## src/tiv_cfg.svh

```systemverilog
// Purpose: Constants of the time interval counter: register offsets, fields, reset values, limits, timing
// Assumes: Included by bare name from the package and the design modules
// Notes: One clock, clk_sys at 100 MHz; the 1/128 s timebase is divided down from it
//
// Overview of operation
// - Timebase select picks interval tick unit
// - Single-interval timeout clears interval enable
// - Repeat mode reloads counter at each timeout
// - Counter equals interval value sets flag
// - Flag at control bit 2 raises interrupt
// - Interval enable runs counter; clear zeroes it
// - Time clock enable lets time advance
// - Clearing time clock enable stops time, zeroes interval counter and divider; time registers hold
// - Time registers writable while clock disabled
// - Sub-second counts 0..127 then bumps seconds
// - Seconds count 0..59 then bump minutes
// - Minutes count 0..59 then bump hours
// - Hours count 0..23 then wrap
// - All registers zero after power-on
// - Interval counter advances on selected overflow
// - Runs from always-on clock, not core clock
// - Enabled flag during power-down wakes device
`ifndef TIV_CFG_SVH
`define TIV_CFG_SVH

// Register offsets on the special-function-register bus
`define TIV_ADDR_CTRL 8'ha1
`define TIV_ADDR_SUB 8'ha2
`define TIV_ADDR_SEC 8'ha3
`define TIV_ADDR_MIN 8'ha4
`define TIV_ADDR_HOUR 8'ha5
`define TIV_ADDR_IVAL 8'ha6

// Control register field positions
`define TIV_BIT_CLK_EN 0
`define TIV_BIT_IV_EN 1
`define TIV_BIT_FLAG 2
`define TIV_BIT_SINGLE 3
`define TIV_BIT_SEL_LO 4
`define TIV_BIT_SEL_HI 5

// Reset value of every register
`define TIV_RESET 8'h00

// Counting limits
`define TIV_SUB_MAX 8'h7f
`define TIV_SEC_MAX 8'h3b
`define TIV_MIN_MAX 8'h3b
`define TIV_HOUR_MAX 8'h17

// Timebase selections
`define TIV_SEL_SUB 2'h0
`define TIV_SEL_SEC 2'h1
`define TIV_SEL_MIN 2'h2
`define TIV_SEL_HOUR 2'h3

// Timing: 1/128 s at a 10 ns clock
`define TIV_CLK_PERIOD_NS 10
`define TIV_TICK_PERIOD_NS 7812500
`define TIV_TICK_CYCLES (`TIV_TICK_PERIOD_NS / `TIV_CLK_PERIOD_NS)
`define TIV_DIV_W 20

`endif

```

## src/tiv_pkg.sv

```systemverilog
// Purpose: Types of the time interval counter
// Assumes: Constants come from tiv_cfg.svh
// Notes: Each module keeps all its state in one packed struct
`include "tiv_cfg.svh"

package tiv_pkg;

  typedef logic [7:0] tiv_byte_t;

  typedef struct packed {
    logic [1:0] sel;
    logic single;
    logic flag;
    logic ivEn;
    logic clkEn;
  } tiv_ctrl_t;

  typedef struct packed {
    tiv_ctrl_t ctrl;
    tiv_byte_t sub;
    tiv_byte_t sec;
    tiv_byte_t min;
    tiv_byte_t hour;
    tiv_byte_t ival;
    tiv_byte_t icnt;
    tiv_byte_t rdData;
    logic irqReq;
    logic wakeReq;
  } tiv_state_t;

  typedef struct packed {
    logic [`TIV_DIV_W-1:0] cnt;
    logic tick;
  } tiv_div_state_t;

endpackage : tiv_pkg

```

## src/tiv_top.sv

```systemverilog
// Purpose: Time interval counter with a sub-second, seconds, minutes and hours timebase
// Assumes: Core bus is synchronous to clk_sys; clk_sys is the always-on clock
// Notes: Read data is registered, valid the cycle after the read strobe
`timescale 1ns/1ps
`default_nettype none
`include "tiv_cfg.svh"

module tiv_top
  import tiv_pkg::*;
#(
  parameter int unsigned TICK_CYCLES = `TIV_TICK_CYCLES
) (
  // Clock and reset
  input wire logic clk_sys,
  input wire logic rst_b,
  // Special function register bus
  input wire logic [7:0] sfrAddr,
  input wire logic sfrWrEn,
  input wire logic [7:0] sfrWrData,
  input wire logic sfrRdEn,
  output logic [7:0] sfrRdData,
  // Interrupt system
  input wire logic irqEnable,
  input wire logic powerDown,
  output logic irqReq,
  output logic wakeReq
);

  tiv_state_t cur_q;
  tiv_state_t nxt_d;
  logic tick128;

  // Decoded write to one register address
  function automatic logic wrHit(input logic en, input logic [7:0] addr, input logic [7:0] target);
    wrHit = en && (addr == target);
  endfunction : wrHit

  // Counter that wraps at a limit; values above the limit wrap as well
  function automatic logic wraps(input tiv_byte_t val, input tiv_byte_t lim);
    wraps = (val >= lim);
  endfunction : wraps

  // Timebase keeps running from the always-on clock; phase restarts when time clock is off
  tiv_tick_div #(
    .TICK_CYCLES(TICK_CYCLES)
  ) u_div (
    .clk_sys(clk_sys),
    .rst_b(rst_b),
    .clear(!cur_q.ctrl.clkEn),
    .tick(tick128)
  );

  always_comb begin
    logic subTick;
    logic secTick;
    logic minTick;
    logic hourTick;
    logic subOvf;
    logic secOvf;
    logic minOvf;
    logic ivTick;
    logic hwSet;
    logic hwIvEnClr;
    tiv_byte_t icntNext;
    subTick = 1'b0;
    secTick = 1'b0;
    minTick = 1'b0;
    hourTick = 1'b0;
    subOvf = 1'b0;
    secOvf = 1'b0;
    minOvf = 1'b0;
    ivTick = 1'b0;
    hwSet = 1'b0;
    hwIvEnClr = 1'b0;
    icntNext = cur_q.icnt;
    nxt_d = cur_q;

    // Time cascade, only while the time clock is enabled
    subTick = tick128 && cur_q.ctrl.clkEn;
    subOvf = subTick && wraps(cur_q.sub, `TIV_SUB_MAX);
    secTick = subOvf;
    secOvf = secTick && wraps(cur_q.sec, `TIV_SEC_MAX);
    minTick = secOvf;
    minOvf = minTick && wraps(cur_q.min, `TIV_MIN_MAX);
    hourTick = minOvf;

    if (subTick) begin
      nxt_d.sub = subOvf ? 8'h00 : cur_q.sub + 8'h01;
    end
    if (secTick) begin
      nxt_d.sec = secOvf ? 8'h00 : cur_q.sec + 8'h01;
    end
    if (minTick) begin
      nxt_d.min = minOvf ? 8'h00 : cur_q.min + 8'h01;
    end
    if (hourTick) begin
      nxt_d.hour = wraps(cur_q.hour, `TIV_HOUR_MAX) ? 8'h00 : cur_q.hour + 8'h01;
    end

    // Interval tick from the selected unit
    unique case (cur_q.ctrl.sel)
      `TIV_SEL_SUB: ivTick = subTick;
      `TIV_SEL_SEC: ivTick = secTick;
      `TIV_SEL_MIN: ivTick = minTick;
      `TIV_SEL_HOUR: ivTick = hourTick;
    endcase

    // Interval counter and match
    if (ivTick && cur_q.ctrl.ivEn) begin
      icntNext = cur_q.icnt + 8'h01;
      if (icntNext == cur_q.ival) begin
        hwSet = 1'b1;
        icntNext = 8'h00;
        hwIvEnClr = cur_q.ctrl.single;
      end
      nxt_d.icnt = icntNext;
    end

    // Software writes to control; the hardware set wins over a clearing write
    if (wrHit(sfrWrEn, sfrAddr, `TIV_ADDR_CTRL)) begin
      nxt_d.ctrl.clkEn = sfrWrData[`TIV_BIT_CLK_EN];
      nxt_d.ctrl.ivEn = sfrWrData[`TIV_BIT_IV_EN];
      nxt_d.ctrl.flag = sfrWrData[`TIV_BIT_FLAG];
      nxt_d.ctrl.single = sfrWrData[`TIV_BIT_SINGLE];
      nxt_d.ctrl.sel = sfrWrData[`TIV_BIT_SEL_HI:`TIV_BIT_SEL_LO];
    end
    if (hwSet) begin
      nxt_d.ctrl.flag = 1'b1;
    end
    if (hwIvEnClr) begin
      nxt_d.ctrl.ivEn = 1'b0;
    end

    // Interval value register
    if (wrHit(sfrWrEn, sfrAddr, `TIV_ADDR_IVAL)) begin
      nxt_d.ival = sfrWrData;
    end

    // Time preload only while the time clock is stopped
    if (!cur_q.ctrl.clkEn) begin
      if (wrHit(sfrWrEn, sfrAddr, `TIV_ADDR_SUB)) begin
        nxt_d.sub = sfrWrData;
      end
      if (wrHit(sfrWrEn, sfrAddr, `TIV_ADDR_SEC)) begin
        nxt_d.sec = sfrWrData;
      end
      if (wrHit(sfrWrEn, sfrAddr, `TIV_ADDR_MIN)) begin
        nxt_d.min = sfrWrData;
      end
      if (wrHit(sfrWrEn, sfrAddr, `TIV_ADDR_HOUR)) begin
        nxt_d.hour = sfrWrData;
      end
    end

    // A stopped time clock or interval enable holds the interval counter at zero
    if (!cur_q.ctrl.clkEn || !nxt_d.ctrl.clkEn) begin
      nxt_d.icnt = 8'h00;
    end
    if (!nxt_d.ctrl.ivEn) begin
      nxt_d.icnt = 8'h00;
    end

    // Registered read of the live values; reserved control bits read zero
    if (sfrRdEn) begin
      unique case (sfrAddr)
        `TIV_ADDR_CTRL: nxt_d.rdData = {2'b00, cur_q.ctrl};
        `TIV_ADDR_SUB: nxt_d.rdData = cur_q.sub;
        `TIV_ADDR_SEC: nxt_d.rdData = cur_q.sec;
        `TIV_ADDR_MIN: nxt_d.rdData = cur_q.min;
        `TIV_ADDR_HOUR: nxt_d.rdData = cur_q.hour;
        `TIV_ADDR_IVAL: nxt_d.rdData = cur_q.ival;
        default: nxt_d.rdData = 8'h00;
      endcase
    end

    // Interrupt request and power-down wake follow the flag
    nxt_d.irqReq = nxt_d.ctrl.flag && irqEnable;
    nxt_d.wakeReq = nxt_d.ctrl.flag && irqEnable && powerDown;
  end

  always_ff @(posedge clk_sys or negedge rst_b) begin
    if (!rst_b) begin
      cur_q <= '0;
    end else begin
      cur_q <= nxt_d;
    end
  end

  assign sfrRdData = cur_q.rdData;
  assign irqReq = cur_q.irqReq;
  assign wakeReq = cur_q.wakeReq;

endmodule : tiv_top

`default_nettype wire

```

## src/tiv_tick_div.sv

```systemverilog
// Purpose: Divides clk_sys down to a one-cycle pulse every 1/128 s
// Assumes: Synchronous clear restarts the phase
// Notes: Period is a parameter so simulation can shorten it
`timescale 1ns/1ps
`default_nettype none
`include "tiv_cfg.svh"

module tiv_tick_div
  import tiv_pkg::*;
#(
  parameter int unsigned TICK_CYCLES = `TIV_TICK_CYCLES
) (
  // Clock and reset
  input wire logic clk_sys,
  input wire logic rst_b,
  // Control
  input wire logic clear,
  // Timebase pulse
  output logic tick
);

  tiv_div_state_t cur_q;
  tiv_div_state_t nxt_d;

  always_comb begin
    nxt_d = cur_q;
    nxt_d.tick = 1'b0;
    if (clear) begin
      nxt_d.cnt = '0;
    end else if (cur_q.cnt == `TIV_DIV_W'(TICK_CYCLES - 1)) begin
      nxt_d.cnt = '0;
      nxt_d.tick = 1'b1;
    end else begin
      nxt_d.cnt = cur_q.cnt + `TIV_DIV_W'(1);
    end
  end

  always_ff @(posedge clk_sys or negedge rst_b) begin
    if (!rst_b) begin
      cur_q <= '0;
    end else begin
      cur_q <= nxt_d;
    end
  end

  assign tick = cur_q.tick;

endmodule : tiv_tick_div

`default_nettype wire

```

## config.mk

```make
export PLATFORM = sky130hd
export DESIGN_NAME = tiv_top
export DESIGN_NICKNAME = d
export VERILOG_FILES = /design/src/tiv_pkg.sv /design/src/tiv_top.sv /design/src/tiv_tick_div.sv
export VERILOG_INCLUDE_DIRS = /design/src /design/src/src
export SDC_FILE = /design/constraint.sdc
export NUM_CORES = 1
export LEC_CHECK = 0
export ABC_AREA = 0
export BUFFER_PORTS_ARGS = -buffer_cell sky130_fd_sc_hd__buf_2
export CAP_MARGIN = 20
export CORE_ASPECT_RATIO = 0.7
export CORE_MARGIN = 2
export CORE_UTILIZATION = 60
export CTS_BUF_LIST = sky130_fd_sc_hd__clkbuf_8
export DETAILED_ROUTE_END_ITERATION = 7
export GPL_TIMING_DRIVEN = 1
export PLACE_DENSITY = 0.79
export SETUP_SLACK_MARGIN = 0.02
export SYNTH_ARGS = -nofsm -noshare
export SYNTH_HDL_FRONTEND = slang
export SYNTH_SLANG_ARGS = --single-unit
```

## constraint.sdc

```tcl
create_clock -name clk_sys -period 3.65 [get_ports clk_sys]
set_clock_uncertainty 0.05 [all_clocks]
set_input_delay 0 -clock clk_sys [delete_from_list [all_inputs] [get_ports clk_sys]]
set_output_delay 0 -clock clk_sys [all_outputs]
set_load 0.02 [all_outputs]
```

==> impl_metrics.env <==
export IMPL_syn2layout_area_growth_pct=10.6
export IMPL_grt_setup_unrepaired="no"
export IMPL_fill_cells=636
export IMPL_drc=0
export IMPL_clkTransAtPathRegs_ns=0.09
export IMPL_path_max_fanout=13
export IMPL_nets=593
export IMPL_die_height_um=79.5
export IMPL_hpwl_um=8820
export IMPL_required_ns=3.85
export IMPL_yosysUniqueCellTypes=60
export IMPL_synth_commonest_cells="dfrtp_1 (85), nor2_1 (63), nand2_1 (59), nand3_1 (31), a21oi_1 (30)"
export IMPL_hold_class="in -> async"
export IMPL_swShare_pct=27.0
export IMPL_clockBufferDepth=2
export IMPL_clk_latency_ns=0.37
export IMPL_muxShareOfSynthArea_pct=5.48
export IMPL_die_x_um=112
export IMPL_tightest_slew_ns=0.775
export IMPL_syn_area_per_cell_um2=9.12
export IMPL_synth_compound_area_share_pct=17.5
export IMPL_synth_edf_count=0
export IMPL_post_synth_top_count_cell="dfrtp_1"
export IMPL_start_util_pct=62.1
export IMPL_syn_nets=565
export IMPL_outcome="completed"
export IMPL_ys_seq_area_share_pct=43.5
export IMPL_place_ws_ns=0.670
export IMPL_ys_seq_elements=85
export IMPL_period_minus_slack_ns=3.01
export IMPL_post_route_period_util_pct=82.4
export IMPL_htreeDepth=3
export IMPL_setup_violations=0
export IMPL_finalWorstSetupSlack_ns=0.641
export IMPL_rows=27
export IMPL_drv_cap=0
export IMPL_ys_flop_type="dfrtp_1"
export IMPL_final_layout_size_suffix_gt1_share_pct=13.9
export IMPL_leakage_nw=2.25
export IMPL_synth_top_area_cell="dfrtp_1"
export IMPL_track_usage_pct=29.8
export IMPL_syn_inst=536
export IMPL_syn_cell_area_um2=4890
export IMPL_yosysWarnings=0
export IMPL_numPortBuffers=31
export IMPL_powerDensity_nw_per_um2=368
export IMPL_io_pins=32
export IMPL_drtPass1Iterations=6
export IMPL_p_switching_uw=537
export IMPL_design_die_area_um2=8900
export IMPL_antenna_left=0
export IMPL_p_int_mw=1.45
export IMPL_cts_tree="yes"
export IMPL_synth_area_top_cells="dfrtp_1 (44%), nor2_1 (4.8%), nand2_1 (4.5%), xor2_1 (3.8%), mux2_2 (3.2%)"
export IMPL_grt_max_degree=86
export IMPL_async_flop_share_pct=100
export IMPL_wl_per_cell_um=19.0
export IMPL_routed_wl_um=12700
export IMPL_seq_power_share_pct=52.1
export IMPL_cp_start_kind="flip-flop"
export IMPL_total_power_mw=1.99
export IMPL_tns_ns=0
export IMPL_clock_fmax_mhz=332
export IMPL_arrival_ns=3.21
export IMPL_final_max_slew_viol_count=0
export IMPL_crit_type="reg -> reg"
export IMPL_hold_violations=0
export IMPL_gp_congestion=1.01
export IMPL_clock_sinks=85
export IMPL_holdWs_ns=0.0124
export IMPL_cts_root_buffer="clkbuf_8"
export IMPL_peakVddDrop_mv=0.256
export IMPL_stdcell_count=668
export IMPL_grt_overflow=0
export IMPL_relSlewSlack_pct=48.2
export IMPL_diodes=0
export IMPL_num_vias=4311
export IMPL_dp_cells=640
export IMPL_drt_iter0_drc=416
export IMPL_synth_xor_area_share_pct=5.73
export IMPL_endpoint_kind="flip-flop"
export IMPL_viasPerCell=6.45
export IMPL_synthAdderAreaFrac_pct=1.79
export IMPL_synth_simple_area_share_pct=21.9
export IMPL_grt_pass1_wl_um=20500
export IMPL_antenna_found_initial=0
export IMPL_synth_top_area_share_pct=43.5
export IMPL_core_um2=7870
export IMPL_grt_pass1_vias=4008
export IMPL_p_clk_share_pct=34.7
export IMPL_synth_top_family_by_area="simple AND/OR/NAND/NOR gates"
export IMPL_comb_power_share_pct=13.2
export IMPL_cts_buffers=9
## placed cells by master (no fill, tap or decap), types with 3 or more instances in the layout
master and instances:
dfrtp_1 85, nor2_1 63, nand2_1 59, nand3_1 31, a21oi_1 30, buf_2 30
o21ai_0 22, xor2_1 21, mux2_2 14, clkbuf_8 12, dlygate4sd3_1 12, inv_1 11
nand4_1 11, xnor2_1 11, mux2i_1 11, a221oi_1 10, and3_1 9, a31oi_1 8
and2_1 7, ha_1 7, nor4_1 6, nor3_1 6, o31ai_1 6, o2bb2ai_1 6
buf_4 6, o211ai_1 5, a31o_2 5, nor3b_1 4, and4_1 4, nor2b_1 4
a21o_1 4, a311o_1 3, o21a_1 3, or3_1 3
## worst paths after layout
path,depth (start not counted),from,end,slack [ns]
worst max-delay path,7,cur_q[34]$_DFF_PN0_,cur_q[12]$_DFFE_PN0P_,0.64
worst min-delay path,2,rst_b,cur_q[47]$_DFF_PN0_,0.01
worst max register to register,7,cur_q[34]$_DFF_PN0_,cur_q[12]$_DFFE_PN0P_,0.64
worst min register to register,1,cur_q[61]$_DFFE_PN0P_,cur_q[59]$_DFF_PN0_,0.47
max in group asynchronous,3,rst_b,u_div.cur_q[15]$_DFF_PN0_,2.90
min in group clk_sys,4,sfrAddr[3],sfrRdData[6]$_DFFE_PN0P_,0.06
## per-layer routing
metal | up-vias | wire [um] | global-route usage, %
met5 | - | 0 | 0
li1 | 1992 | - | -
met3 | 39 | 1140 | 7.90
met2 | 208 | 5570 | 44.8
met4 | 0 | 402 | 12.0
met1 | 2072 | 5580 | 41.2
## kinds of logic (layout without fill, tap and decap cells)
| kind of cell | Yosys count | count (layout) |
|---|---|---|
| and+or+nand+nor | 220 | 220 |
| buffers and inverters | 43 | 74 |
| muxes | 25 | 25 |
| adders and majority gates | 7 | 7 |
| xor gates and xnor gates | 32 | 32 |
| DFF | 85 | 85 |
| AOI/OAI and AO/OA | 124 | 124 |
## flip-flops by register name, summed over array words and instances, names as in the netlist
name / flops
wakeReq: 1
u_div.cur_q: 20
u_div.tick: 1
irqReq: 1
sfrRdData: 8
cur_q: 54
## what timing repair did
item	CTS	global route
hold buffers	12	0
buffers inserted	0	0
hold endpoints to repair	138	0
resized for setup	0	0
## critical path, cell delays in order (launching register included)
cell and delay [ns]:
dfrtp_1 0.42, ha_1 0.25, or2_2 0.30, a311oi_2 0.49
a2111oi_2 0.23, nor2_1 0.66, nor3_1 0.14, a311o_1 0.34
## area by class of cell
class	instances	area, um^2	area share, %
Multi-Input combinational cell	408	2570	47.5
Inverter	10	37.5	0.694
Tap cell	101	126	2.34
Timing Repair Buffer	50	348	6.43
Clock inverter	2	33.8	0.625
Sequential cell	85	2130	39.3
Clock buffer	12	165	3.05
## power by group through the flow
stage	Sequential [mW]	Combinational (mW)	Clock, mW
CTS	1.03	0.256	0.701
floorplan	1.04	0.165	0
finish	1.04	0.263	0.690
global placement	1.05	0.239	0
global route	1.04	0.290	0.734
detailed placement	1.05	0.245	0
## per-stage QoR
stage	area (um^2)	utilization, %
3_5_place_dp	5060	64.2
4_1_cts	5380	68.3
2_1_floorplan	4890	-
5_1_grt	5410	68.7
6_report	5410	68.7
3_3_place_gp	5060	64.2
No activity file was read; power rests on OpenSTA's default activity.
